**src/zes_pkg.sv**
```systemverilog
package zes_pkg;

    // ------------------------------------------------------------
    // Widths
    // ------------------------------------------------------------
    localparam int ZONE_W = 4;
    localparam int LOC_W  = 18;
    localparam int ADDR_W = ZONE_W + LOC_W + 1;
    localparam int DATA_W = 16;
    localparam int TMR_W  = 24;
    localparam int PUL_W  = 16;
    localparam int TRY_W  = 5;

    // ------------------------------------------------------------
    // Command codes, one byte lane; both lanes carry it
    // ------------------------------------------------------------
    localparam logic [7:0] CMD_READ        = 8'h00;
    localparam logic [7:0] CMD_ERASE       = 8'h20;
    localparam logic [7:0] CMD_ERASE_VFY   = 8'ha0;
    localparam logic [7:0] CMD_WRITE_SETUP = 8'h40;
    localparam logic [7:0] CMD_WRITE_VFY   = 8'hc0;
    localparam logic [7:0] CMD_RESET       = 8'hff;
    localparam logic [7:0] DATA_ERASED     = 8'hff;
    localparam logic [7:0] DATA_FILLED     = 8'h00;

    // ------------------------------------------------------------
    // Chip select patterns and reset values
    // ------------------------------------------------------------
    localparam logic [1:0] SEL_NONE = 2'h3;
    localparam logic [1:0] SEL_BYTE = 2'h2;
    localparam logic [1:0] SEL_WORD = 2'h0;

    // ------------------------------------------------------------
    // Timing
    // ------------------------------------------------------------
    localparam int  CLK_MHZ    = 20;
    localparam int  T_CS_NS    = 40;
    localparam int  T_WP_NS    = 100;
    localparam int  T_WC_NS    = 200;
    localparam int  T_ACC_NS   = 200;
    localparam int  T_WHGL_US  = 6;
    localparam int  T_WRITE_US = 10;
    localparam real T_ERASE_MS = 9.5;

    localparam int CS_CYC    = (T_CS_NS * CLK_MHZ + 999) / 1000;
    localparam int WP_CYC    = (T_WP_NS * CLK_MHZ + 999) / 1000;
    localparam int WC_CYC    = (T_WC_NS * CLK_MHZ + 999) / 1000;
    localparam int ACC_CYC   = (T_ACC_NS * CLK_MHZ + 999) / 1000;
    localparam int REC_CYC   = T_WHGL_US * CLK_MHZ;
    localparam int WOP_CYC   = T_WRITE_US * CLK_MHZ;
    localparam int ERASE_CYC = int'($ceil(T_ERASE_MS * 1000.0 * CLK_MHZ));
    // Output pins lag one cycle, read data passes two sync stages
    localparam int RD_CYC    = ACC_CYC + 4;

    localparam int ZONE_LOCS        = 262144;
    localparam int MAX_WRITE_TRIES  = 25;
    localparam int MAX_ERASE_PULSES = 3000;

    // ------------------------------------------------------------
    // Card pin bundle
    // ------------------------------------------------------------
    typedef struct packed {
        logic [ADDR_W-1:0] addr;
        logic [DATA_W-1:0] data;
        logic              data_oe;
        logic [1:0]        card_select_n;
        logic              oe_n;
        logic              we_n;
    } zes_pins_s;

endpackage : zes_pkg

```
**src/zes_host.sv**
```systemverilog
`timescale 1ns/100ps
// Operation
// - Each zone pass opens by reading locations until one is not all ones, and a zone reading all ones is reported blank and skipped.
// - A zone to be rewritten is first programmed to all zeros location by location with the write procedure.
// - After an erase pulse, locations are verified for all ones from the held address until the last or a failure.
// - In byte-wide mode even and odd addresses are erased and verified in separate passes.
// - A failed verify triggers another erase pulse unless MAX_PULSES pulses have been given, and verification resumes at the held address.
// - After a zone verifies erased the procedure restarts for the next zone or word-wide zone pair.
// - Commands are written only with write strobe and card select both low; write strobe stays high otherwise, card select also drops for reads.
// - Card selects come from the bus cycle and word-wide setting, output enable from the read strobe, only one driver at a time.
// - Erase is the erase code written twice, running from the second strobe until the next strobe.
// - Each location check writes the erase-verify code with its address and then reads it back.
// - Each zero-fill step writes setup and data, then the write-verify code, then compares the read-back.
// - An abort writes the all-ones reset code twice, or once after a read when a read cycle starts in the abort cycle, after which a valid command follows.
module zes_host #(
    parameter int unsigned ERASE_CYC  = zes_pkg::ERASE_CYC,
    parameter int unsigned ZONE_LOCS  = zes_pkg::ZONE_LOCS,
    parameter int unsigned MAX_PULSES = zes_pkg::MAX_ERASE_PULSES,
    parameter int unsigned MAX_TRIES  = zes_pkg::MAX_WRITE_TRIES
) (
    // Clock and reset
    input  wire logic                        clk,
    input  wire logic                        nrst,
    // User command
    input  wire logic                        start,
    input  wire logic                        abort,
    input  wire logic [zes_pkg::ZONE_W-1:0]  zone_first,
    input  wire logic [zes_pkg::ZONE_W-1:0]  zone_count,
    input  wire logic                        word_wide,
    input  wire logic                        fill_en,
    // User status
    output logic                             busy,
    output logic                             done,
    output logic                             failed,
    output logic                             aborted,
    output logic                             blank_seen,
    // Card pins
    output zes_pkg::zes_pins_s               pins,
    input  wire logic [zes_pkg::DATA_W-1:0]  card_data_in
);

    // ------------------------------------------------------------
    // Elaboration checks
    // ------------------------------------------------------------
    if (ZONE_LOCS < 2 || ZONE_LOCS > (1 << zes_pkg::LOC_W)) begin : g_chk_locs
        $error("ZONE_LOCS out of range");
    end
    if (ERASE_CYC < 1 || ERASE_CYC >= (1 << zes_pkg::TMR_W)) begin : g_chk_erase
        $error("ERASE_CYC out of range");
    end
    if (MAX_PULSES < 1 || MAX_PULSES >= (1 << zes_pkg::PUL_W)) begin : g_chk_pul
        $error("MAX_PULSES out of range");
    end
    if (MAX_TRIES < 1 || MAX_TRIES >= (1 << zes_pkg::TRY_W)) begin : g_chk_try
        $error("MAX_TRIES out of range");
    end

    typedef enum logic [4:0] {
        S_IDLE, S_PRE_RD,
        S_FILL_SET, S_FILL_DAT, S_FILL_WT, S_FILL_VC, S_FILL_REC, S_FILL_RD,
        S_ER_SET, S_ER_GO, S_ER_WT, S_EV_CMD, S_EV_REC, S_EV_RD,
        S_RD_CMD, S_NEXT, S_AB_1, S_AB_2, S_AB_RD, S_DONE
    } zes_state_e;

    // ------------------------------------------------------------
    // Per-state bus decode
    // ------------------------------------------------------------
    function automatic logic zes_is_rd(input zes_state_e s);
        return (s == S_PRE_RD) || (s == S_FILL_RD) || (s == S_EV_RD);
    endfunction : zes_is_rd

    function automatic logic zes_is_wr(input zes_state_e s);
        return (s == S_FILL_SET) || (s == S_FILL_DAT) || (s == S_FILL_VC) || (s == S_ER_SET) ||
               (s == S_ER_GO) || (s == S_EV_CMD) || (s == S_RD_CMD) || (s == S_AB_1) ||
               (s == S_AB_2) || (s == S_AB_RD);
    endfunction : zes_is_wr

    function automatic logic [7:0] zes_cmd(input zes_state_e s);
        unique case (s)
            S_FILL_SET:       return zes_pkg::CMD_WRITE_SETUP;
            S_FILL_VC:        return zes_pkg::CMD_WRITE_VFY;
            S_ER_SET, S_ER_GO: return zes_pkg::CMD_ERASE;
            S_EV_CMD:         return zes_pkg::CMD_ERASE_VFY;
            S_AB_1, S_AB_2:   return zes_pkg::CMD_RESET;
            default:          return zes_pkg::CMD_READ;
        endcase
    endfunction : zes_cmd

    zes_state_e                    st_q, st_d;
    logic                          bus_act_q, bus_wr_q;
    logic [3:0]                    bus_cnt_q;
    logic                          bus_fin, bus_start;
    logic [zes_pkg::DATA_W-1:0]    din_m_q, din_s_q;
    logic [zes_pkg::TMR_W-1:0]     tmr_q, tmr_val;
    logic                          tmr_ld;
    logic [zes_pkg::LOC_W-1:0]     loc_q;
    logic [zes_pkg::PUL_W-1:0]     pul_q;
    logic [zes_pkg::TRY_W-1:0]     try_q;
    logic [zes_pkg::ZONE_W-1:0]    zone_q, left_q;
    logic                          par_q, word_q, fill_q, abort_q;
    logic                          loc_clr, loc_inc, try_clr, try_inc, pul_clr, pul_inc;
    logic                          par_flip, zone_inc, fail_set, blank_set, abort_go;
    logic                          last_loc, rd_ones, rd_zero;

    assign last_loc = (loc_q == zes_pkg::LOC_W'(ZONE_LOCS - 1));
    assign rd_ones  = word_q ? (din_s_q == {2{zes_pkg::DATA_ERASED}}) : (din_s_q[7:0] == zes_pkg::DATA_ERASED);
    assign rd_zero  = word_q ? (din_s_q == {2{zes_pkg::DATA_FILLED}}) : (din_s_q[7:0] == zes_pkg::DATA_FILLED);
    assign bus_start = (zes_is_rd(st_q) || zes_is_wr(st_q)) && !bus_act_q;
    assign bus_fin   = bus_act_q && (bus_cnt_q == (bus_wr_q ? 4'(zes_pkg::WC_CYC - 1) : 4'(zes_pkg::RD_CYC - 1)));
    assign abort_go  = abort_q && !bus_act_q && (st_q != S_IDLE) && (st_q != S_AB_1) && (st_q != S_AB_2) &&
                       (st_q != S_AB_RD) && (st_q != S_DONE);
    assign busy      = (st_q != S_IDLE);

    // ------------------------------------------------------------
    // Sequence control
    // ------------------------------------------------------------
    always_comb begin
        st_d = st_q;
        {loc_clr, loc_inc, try_clr, try_inc, pul_clr, pul_inc} = 6'h00;
        {par_flip, zone_inc, fail_set, blank_set, tmr_ld} = 5'h00;
        tmr_val = '0;
        unique case (st_q)
            S_IDLE: if (start) begin
                st_d = S_PRE_RD;
                loc_clr = 1'b1;
            end
            S_PRE_RD: if (bus_fin) begin
                if (!rd_ones) begin
                    loc_clr = 1'b1;
                    try_clr = 1'b1;
                    pul_clr = 1'b1;
                    st_d = fill_q ? S_FILL_SET : S_ER_SET;
                end else if (last_loc) begin
                    blank_set = 1'b1;
                    st_d = S_NEXT;
                end else begin
                    loc_inc = 1'b1;
                end
            end
            S_FILL_SET: if (bus_fin) st_d = S_FILL_DAT;
            S_FILL_DAT: if (bus_fin) begin
                st_d = S_FILL_WT;
                tmr_ld = 1'b1;
                tmr_val = zes_pkg::TMR_W'(zes_pkg::WOP_CYC);
            end
            S_FILL_WT: if (tmr_q == '0) st_d = S_FILL_VC;
            S_FILL_VC: if (bus_fin) begin
                st_d = S_FILL_REC;
                tmr_ld = 1'b1;
                tmr_val = zes_pkg::TMR_W'(zes_pkg::REC_CYC);
            end
            S_FILL_REC: if (tmr_q == '0) st_d = S_FILL_RD;
            S_FILL_RD: if (bus_fin) begin
                if (rd_zero) begin
                    try_clr = 1'b1;
                    if (last_loc) begin
                        loc_clr = 1'b1;
                        st_d = S_ER_SET;
                    end else begin
                        loc_inc = 1'b1;
                        st_d = S_FILL_SET;
                    end
                end else if (try_q == zes_pkg::TRY_W'(MAX_TRIES - 1)) begin
                    fail_set = 1'b1;
                    st_d = S_AB_1;
                end else begin
                    try_inc = 1'b1;
                    st_d = S_FILL_SET;
                end
            end
            S_ER_SET: if (bus_fin) st_d = S_ER_GO;
            S_ER_GO: if (bus_fin) begin
                pul_inc = 1'b1;
                st_d = S_ER_WT;
                tmr_ld = 1'b1;
                tmr_val = zes_pkg::TMR_W'(ERASE_CYC);
            end
            S_ER_WT: if (tmr_q == '0) st_d = S_EV_CMD;
            S_EV_CMD: if (bus_fin) begin
                st_d = S_EV_REC;
                tmr_ld = 1'b1;
                tmr_val = zes_pkg::TMR_W'(zes_pkg::REC_CYC);
            end
            S_EV_REC: if (tmr_q == '0) st_d = S_EV_RD;
            S_EV_RD: if (bus_fin) begin
                if (rd_ones) begin
                    if (last_loc) begin
                        st_d = S_RD_CMD;
                    end else begin
                        loc_inc = 1'b1;
                        st_d = S_EV_CMD;
                    end
                end else if (pul_q >= zes_pkg::PUL_W'(MAX_PULSES)) begin
                    fail_set = 1'b1;
                    st_d = S_AB_1;
                end else begin
                    st_d = S_ER_SET;
                end
            end
            S_RD_CMD: if (bus_fin) st_d = S_NEXT;
            S_NEXT: begin
                loc_clr = 1'b1;
                if (!word_q && !par_q) begin
                    par_flip = 1'b1;
                    st_d = S_PRE_RD;
                end else if (left_q <= zes_pkg::ZONE_W'(1)) begin
                    st_d = S_DONE;
                end else begin
                    zone_inc = 1'b1;
                    st_d = S_PRE_RD;
                end
            end
            S_AB_1: if (bus_fin) st_d = S_AB_2;
            S_AB_2: if (bus_fin) st_d = S_AB_RD;
            S_AB_RD: if (bus_fin) st_d = S_DONE;
            S_DONE: st_d = S_IDLE;
        endcase
        if (abort_go) begin
            st_d = S_AB_1;
        end
    end

    always_ff @(posedge clk or negedge nrst) begin
        if (!nrst) st_q <= S_IDLE;
        else       st_q <= st_d;
    end

    // ------------------------------------------------------------
    // Job context
    // ------------------------------------------------------------
    always_ff @(posedge clk or negedge nrst) begin
        if (!nrst) begin
            {zone_q, left_q} <= '0;
            {par_q, word_q, fill_q} <= 3'h0;
        end else if (st_q == S_IDLE && start) begin
            zone_q <= zone_first;
            left_q <= zone_count;
            par_q  <= 1'b0;
            word_q <= word_wide;
            fill_q <= fill_en;
        end else if (par_flip) begin
            par_q <= 1'b1;
        end else if (zone_inc) begin
            zone_q <= zone_q + zes_pkg::ZONE_W'(1);
            left_q <= left_q - zes_pkg::ZONE_W'(1);
            par_q  <= 1'b0;
        end
    end

    // Held address doubles as the resume point after a failed verify
    always_ff @(posedge clk or negedge nrst) begin
        if (!nrst)        loc_q <= '0;
        else if (loc_clr) loc_q <= '0;
        else if (loc_inc) loc_q <= loc_q + zes_pkg::LOC_W'(1);
    end

    always_ff @(posedge clk or negedge nrst) begin
        if (!nrst) begin
            pul_q <= '0;
            try_q <= '0;
        end else begin
            if (pul_clr)      pul_q <= '0;
            else if (pul_inc) pul_q <= pul_q + zes_pkg::PUL_W'(1);
            if (try_clr)      try_q <= '0;
            else if (try_inc) try_q <= try_q + zes_pkg::TRY_W'(1);
        end
    end

    always_ff @(posedge clk or negedge nrst) begin
        if (!nrst)       tmr_q <= '0;
        else if (tmr_ld) tmr_q <= tmr_val;
        else if (tmr_q != '0) tmr_q <= tmr_q - zes_pkg::TMR_W'(1);
    end

    // Abort request is held until the bus is quiet; a new request wins over the clear
    always_ff @(posedge clk or negedge nrst) begin
        if (!nrst)          abort_q <= 1'b0;
        else if (abort && st_q != S_IDLE) abort_q <= 1'b1;
        else if (abort_go || st_q == S_IDLE) abort_q <= 1'b0;
    end

    always_ff @(posedge clk or negedge nrst) begin
        if (!nrst) begin
            {done, failed, aborted, blank_seen} <= 4'h0;
        end else begin
            done <= (st_q == S_DONE);
            if (st_q == S_IDLE && start) begin
                {failed, aborted, blank_seen} <= 3'h0;
            end else begin
                failed     <= failed | fail_set;
                aborted    <= aborted | abort_go;
                blank_seen <= blank_seen | blank_set;
            end
        end
    end

    // ------------------------------------------------------------
    // Card bus cycles
    // ------------------------------------------------------------
    always_ff @(posedge clk or negedge nrst) begin
        if (!nrst) begin
            bus_act_q <= 1'b0;
            bus_wr_q  <= 1'b0;
            bus_cnt_q <= '0;
        end else if (bus_start) begin
            bus_act_q <= 1'b1;
            bus_wr_q  <= zes_is_wr(st_q);
            bus_cnt_q <= '0;
        end else if (bus_fin) begin
            bus_act_q <= 1'b0;
        end else if (bus_act_q) begin
            bus_cnt_q <= bus_cnt_q + 4'(1);
        end
    end

    // Read data comes from the card pins, outside this clock
    always_ff @(posedge clk or negedge nrst) begin
        if (!nrst) begin
            din_m_q <= '0;
            din_s_q <= '0;
        end else begin
            din_m_q <= card_data_in;
            din_s_q <= din_m_q;
        end
    end

    // Reset leaves all strobes high so the card stays in read state
    always_ff @(posedge clk or negedge nrst) begin
        if (!nrst) begin
            pins.addr          <= '0;
            pins.data          <= '0;
            pins.data_oe       <= 1'b0;
            pins.card_select_n <= zes_pkg::SEL_NONE;
            pins.oe_n          <= 1'b1;
            pins.we_n          <= 1'b1;
        end else begin
            pins.addr          <= {zone_q, loc_q, par_q & ~word_q};
            pins.data          <= {2{zes_cmd(st_q)}};
            pins.data_oe       <= bus_act_q && bus_wr_q;
            pins.card_select_n <= !bus_act_q ? zes_pkg::SEL_NONE :
                                  (word_q ? zes_pkg::SEL_WORD : zes_pkg::SEL_BYTE);
            pins.oe_n          <= !(bus_act_q && !bus_wr_q);
            pins.we_n          <= !(bus_act_q && bus_wr_q && bus_cnt_q >= 4'(zes_pkg::CS_CYC) &&
                                    bus_cnt_q < 4'(zes_pkg::CS_CYC + zes_pkg::WP_CYC));
        end
    end

endmodule : zes_host

```
**config.mk**
```make
export PLATFORM = sky130hd
export DESIGN_NAME = zes_host
export DESIGN_NICKNAME = d
export VERILOG_FILES = /design/src/zes_pkg.sv /design/src/zes_host.sv
export SDC_FILE = /design/constraint.sdc
export NUM_CORES = 1
export LEC_CHECK = 0
export BUFFER_PORTS_ARGS = -buffer_cell sky130_fd_sc_hd__buf_2
export CORE_UTILIZATION = 45
export CTS_CLUSTER_DIAMETER = 200
export DETAILED_ROUTE_END_ITERATION = 8
export GPL_ROUTABILITY_DRIVEN = 0
export REMOVE_ABC_BUFFERS = 1
export SLEW_MARGIN = 30
export SYNTH_ARGS = -nofsm -noshare
export SYNTH_HDL_FRONTEND = slang
export SYNTH_SLANG_ARGS = --single-unit
```
**constraint.sdc**
```tcl
create_clock -name clk -period 3 [get_ports clk]
set_input_delay 0.15 -clock clk [delete_from_list [all_inputs] [get_ports clk]]
set_output_delay 0.15 -clock clk [all_outputs]
set_load 0.02 [all_outputs]
```
**Yosys cells after proc, flatten, opt, wreduce, memory -nomap -nowiden**

Index checks and enable logic that the tools add are counted.

- $add $sub $neg: 7
- Magnitude comparators: 4
- Equal/unequal tests: 49
- Muxes and demuxes: 107
- Bitwise gates (word level): 5
- Reductions and logical operators: 57

Operators with widths:

| kind | count |
|---|---|
| two-way mux 5 bit | 29 |
| one-hot mux 5 bit (20 select lines) | 1 |
| two-way mux 18 bit | 3 |
| inequality test 3 bit, second input constant | 18 |
| one-hot mux 18 bit (3 select lines) | 1 |
| two-way mux 24 bit | 2 |
| two-way mux 1 bit | 47 |
| two-way mux 4 bit | 11 |
| equality test 5 x 4 -> 1 bit, second input constant | 8 |
| one-hot mux 8 bit (5 select lines) | 1 |
| two-way mux 16 bit | 2 |
| equality test 5 bit, second input constant | 5 |
| zero test 24 bit | 1 |
| nonzero test 24 bit | 1 |
| subtractor 24 x 1 -> 24 bit, second input constant | 1 |
| equality test 5 x 3 -> 1 bit, second input constant | 4 |
| inequality test 5 bit, second input constant | 4 |
| AND reduction 19 bit | 1 |
| adder 18 x 1 -> 18 bit, second input constant | 1 |
| equality test 18 bit, second input constant | 1 |
| adder 16 x 1 -> 16 bit, second input constant | 1 |
| equality test 16 bit, second input constant | 1 |
| >= comparator 16 x 12 -> 1 bit, second input constant | 1 |
| zero test 16 bit | 1 |
| other kinds (32) | 83 |

- Register bits after elaboration: 166
- Logic and storage cells: 255

**Depth between registers and ports, before layout**

- Depth after elaboration: 14
- Mapped depth: 9
- Mapped depth without buffers: 8

**Worst setup path after synthesis**

No wires, ideal clock.

- Path type: register to register
- From: register tmr_q[19] in the netlist's numbering
- To: register st_q[0]
- Data arrival time: 2.395 ns
- Path slack: 0.479 ns
- Cell stages (with the launch flop): 7
- Path buffers: 0
- Clock period less this slack: 2.521 ns
- Path through: dfrtp_1 -> or4_4 -> or4_1 -> nor3_4 -> o22ai_2 -> or2_4 -> o311a_1

- Longest elaborated chain between the ends: 3
- Elaborated cells between the ends (all ways): 6
- Those cells by class: eq/ne (4); reduce/logical (2)

Ends and longest elaborated chain:

| item | RTL line | RTL |
|---|---|---|
| from (decl) | zes_host.sv:94 | `logic [zes_pkg::TMR_W-1:0] tmr_q, tmr_val;` |
| from (signal assigned) | zes_host.sv:271 | `else if (tmr_ld) tmr_q <= tmr_val;` |
| from (signal assigned) | zes_host.sv:272 | `else if (tmr_q != '0) tmr_q <= tmr_q - zes_pkg::TMR_W'(1);` |
| zero test 24 bit * | n/a |  |
| inequality test 3 bit (no source line) | n/a |  |
| AND reduction 19 bit (no source line) * | n/a |  |
| to (signal assigned) | zes_host.sv:225 | `else st_q <= st_d;` |
| to (decl) | zes_host.sv:89 | `zes_state_e st_q, st_d;` |

Mark *: on every way between the ends. The rest lies on a longest branch, timed or not.
A chain may end at the register's enable or synchronous reset.

**Final worst setup path**

- From: register tmr_q[10] in the netlist's numbering
- To: register st_q[0]

The elaborated chain is that of the path after synthesis.

==> results.txt <==
- The flow ran to the end, and the final reports show no timing, DRC or antenna violations.
- Net switching power: 2.68 mW
- Overflow left after global routing: 0
- Leakage component of the power: 3.86 nW
- Most common flop cell mapped by yosys: dfrtp_1
- Commonest cells after routing, fill and taps aside: dfrtp_1 (150), nor2_1 (96), buf_2 (77), a21oi_1 (45), nand2_1 (40)
- The H-tree generated during clock tree synthesis spans 4 levels.
* Clock network power share: 27.2%
- Counting I/O delays and the setup requirement, the final critical path takes roughly 2.7 ns.
* Net count, final: 839
* Internal Dissipation: 4.61 mW
* # Max-Cap Violations: 0
- Top delay family on crit path: simple AND/OR/NAND/NOR gates
* Finish-stage setup viols: 0
- Port Buffers: 78
- Num CTS Buffers: 17
- Slew at the pin closest to its max-slew limit: 0.913 ns
- The worst setup path is captured at a flip-flop.
* Wire length reported by the detailed router: 15.3 mm
* Cell-by-cell trace of the critical path: or4_4, or4_4, nor3_4, o22ai_2, or2_4, o311a_1
- Timing analysis after detailed placement gives a worst setup slack of between 0.3 and 0.4 ns.
- The finished layout holds 1,020 standard cells, fillers aside.
* Cell area after synthesis: 7080 um2
* Die Span Y: around 130 um
- Number of search-and-repair iterations in the first detailed-routing pass: 5
- In this design, the stage delay of the slowest critical-path cell is between 0.5 and 0.6 ns.
- Buffer levels on the longest clock path: 2
- Final worst hold slack: 0.283 ns
- For the worst setup path, the data arrival time is 2.98 ns.
* Power per unit of standard cell area: 853 nW/um2
- Flops & latches, synth: 154
* Tightest Hold Check Type: input port to asynchronous set/reset pin
- The detail route stage leaves a number of antenna-violating nets equal to 0.
- The repair_antennas step left the layout with diodes totalling 0.
- Switching part of the total power: a little under two fifths
- Sum of net half-perimeters after detailed placement: 10.5 mm
* Required time at the endpoint of the critical path: roughly 3.3 ns
* Largest clock skew in the final design: 0.00760 ns
- Buffers and inverters on the worst path: 0
- The root buffer cell chosen for the clock tree is clkbuf_16.
* Power share of the combinational group: about a third
- Clock transition at the registers of the reported paths: 0.06 ns
* Number of vias per cell after detailed routing: between 5 and 6
- Fill cells in the final layout number 1,343.
* Synth-to-layout area growth: 20.6%
- The number of antenna violations at the first check in global routing came to 0.
* Placed cell count: roughly 960
* Fin worst setup slack: 0.330 ns
* CTS tree: built
* Number of buffers inserted by post-CTS setup repair: 0
- Synthesized instance count: 691
- Timing would allow up to 375 MHz.
- Entering global routing, the biggest net connects 86 pins.
- Number of flops mapped to enable cells by yosys: 0
- The number of max-slew violations in the final report was 0.
- The core region is 15,300 um2.
- The Yosys step of the flow raised 0 warnings.
- Area enclosed by the die boundary: 16,200 um2
- The worst setup path is launched from a flip-flop.
- Wire length of the first global-routing pass: ~26 mm
- Per report_power, the sequential group accounts for 39.5% of the total.
- Count of unique library cells instantiated by Yosys: 65
* Die X-Extent: approximately 130 um
- For this run, asynchronously set or reset flops after synthesis account for 100%.
- Total global routing track utilization: 20.5%
* Crit-path max FO: 11
- Via count of the first global-routing pass: 5,404
- Total number of vias: 5,415
- For the final routed database, the setup TNS stands at 0 ns.
- TritonCTS sink count: 154
- Final period utilization: between 80% and 90%
- The later pin in the worst-skew pair is clocked with a latency of 0.42 ns.
* DRC viols: 0
* Sequential area share after synthesis: 54.5%
* Starting density of the core: 46.4%
- The library cell used most frequently in the layout, excluding fill and tap cells, is dfrtp_1.
- Mean routed wirelength per cell: 15.0 um
* Slowest CP cell: or4_4
- Detailed router's first-iteration violation count: 476
- The initialized floorplan defines 45 standard-cell rows.
- RSZ-0062 raised after global routing: false
- Per-instance average area after synthesis: 10.2 um2
- Worst IR Drop VDD: 0.000505 V
- The worst setup path is of the flip-flop to flip-flop kind.
* Count of boundary I/O pins: 79
- Worst rel slew slack: a little under two fifths
- In the final layout, the share of cells above drive strength 1 is 18.7%.
* Critical Path Most Common Cell: or4_4
- The final-report hold violation count was 0.
==> area by class of cell <==
type                            count  area [um2]  area share [%]
Multi-Input combinational cell    475        2940            34.4
Sequential cell                   154        3860            45.2
Clock buffer                       18         439            5.14
Tap cell                          211         264            3.09
Inverter                           21        78.8           0.923
Clock inverter                     14         113            1.32
Timing Repair Buffer              127         850            9.95
==> registers in the layout, indices dropped and copies added, names as in the netlist, 4 cells and up <==
name / count
try_q: 5
pul_q: 16
din_s_q: 16
left_q: 4
zone_q: 4
st_q: 5
tmr_q: 24
pins: 32
din_m_q: 16
loc_q: 18
bus_cnt_q: 4
==> final timing paths <==
kind | from | to | slack [ns] | cells past startpoint
worst max register to register | tmr_q[10]$_DFFE_PN0P_ | st_q[0]$_DFFE_PN0P_ | 0.33 | 6
worst min-delay path | nrst | pins[29]$_DFF_PN0_ | 0.28 | 2
worst max-delay path | tmr_q[10]$_DFFE_PN0P_ | st_q[0]$_DFFE_PN0P_ | 0.33 | 6
worst min register to register | din_m_q[8]$_DFF_PN0_ | din_s_q[8]$_DFF_PN0_ | 0.34 | 0
min in group clk | din_m_q[8]$_DFF_PN0_ | din_s_q[8]$_DFF_PN0_ | 0.34 | 0
max in group asynchronous | nrst | pul_q[15]$_DFFE_PN0P_ | 1.83 | 3
==> cell families (layout without fill, tap and decap cells) <==
group                    after synthesis  in the layout  share of synthesized area (%)
XOR/XNOR                              56             56                           6.93
adder cells (fa/ha/maj)               13             13                           2.30
AO/OA/AOI/OAI                        124            124                           11.4
buffers and inverters                 62            180                           3.99
flip-flops                           154            154                           54.5
AND/OR/NAND/NOR                      274            274                           19.7
multiplexers                           8              8                           1.18
==> synthesized netlist by cell type, types with 14 or more instances <==
library cell  count  area share, %
xor2_1           21            2.6
nand4_1          14            1.2
nor3_1           17            1.2
a21oi_1          45            3.2
xnor2_1          35            4.3
nor2_1           96            5.1
o21ai_0          24            1.7
nand3_1          28            2.0
clkbuf_1         23            1.2
nand2_1          40            2.1
dfrtp_1         150             53
inv_1            21            1.1
==> what timing repair did <==
item                                    CTS  global route
hold buffers                             29             0
hold endpoints to repair                 96             0
endpoints found under the setup margin    0             0
resized for setup                         0             0
==> power by group through the flow <==
stage | clock, mW | sequential, mW | combinational [mW]
global route | 2.12 | 2.94 | 2.70
CTS | 2.03 | 2.88 | 2.43
detailed placement | 0 | 2.90 | 2.39
floorplan | 0 | 3.07 | 1.44
global placement | 0 | 2.88 | 2.34
finish | 1.98 | 2.88 | 2.43
==> worst register-to-register path, cell delays in order, from the launching register on <==
cell and delay (ns):
dfrtp_1 0.42, or4_4 0.55, or4_4 0.52, nor3_4 0.26, o22ai_2 0.14, or2_4 0.32
o311a_1 0.35
==> metal layers <==
layer	track usage, %	part of all wire (%)	up-vias
met1	26.8	46	2601
met4	9.10	2.0	0
met2	33.1	48	130
li1	-	-	2650
met5	0	0	-
met3	4.36	3.8	34
==> metrics by stage <==
step,power (mW),util [%],instance area (um2)
3_5_place_dp,5.30,50.5,7700
4_1_cts,7.34,56.0,8540
5_1_grt,7.76,56.0,8540
6_report,7.29,56.0,8540
2_1_floorplan,4.52,-,6880
3_3_place_gp,5.22,50.5,7700
(Power assumes the default switching activity.)
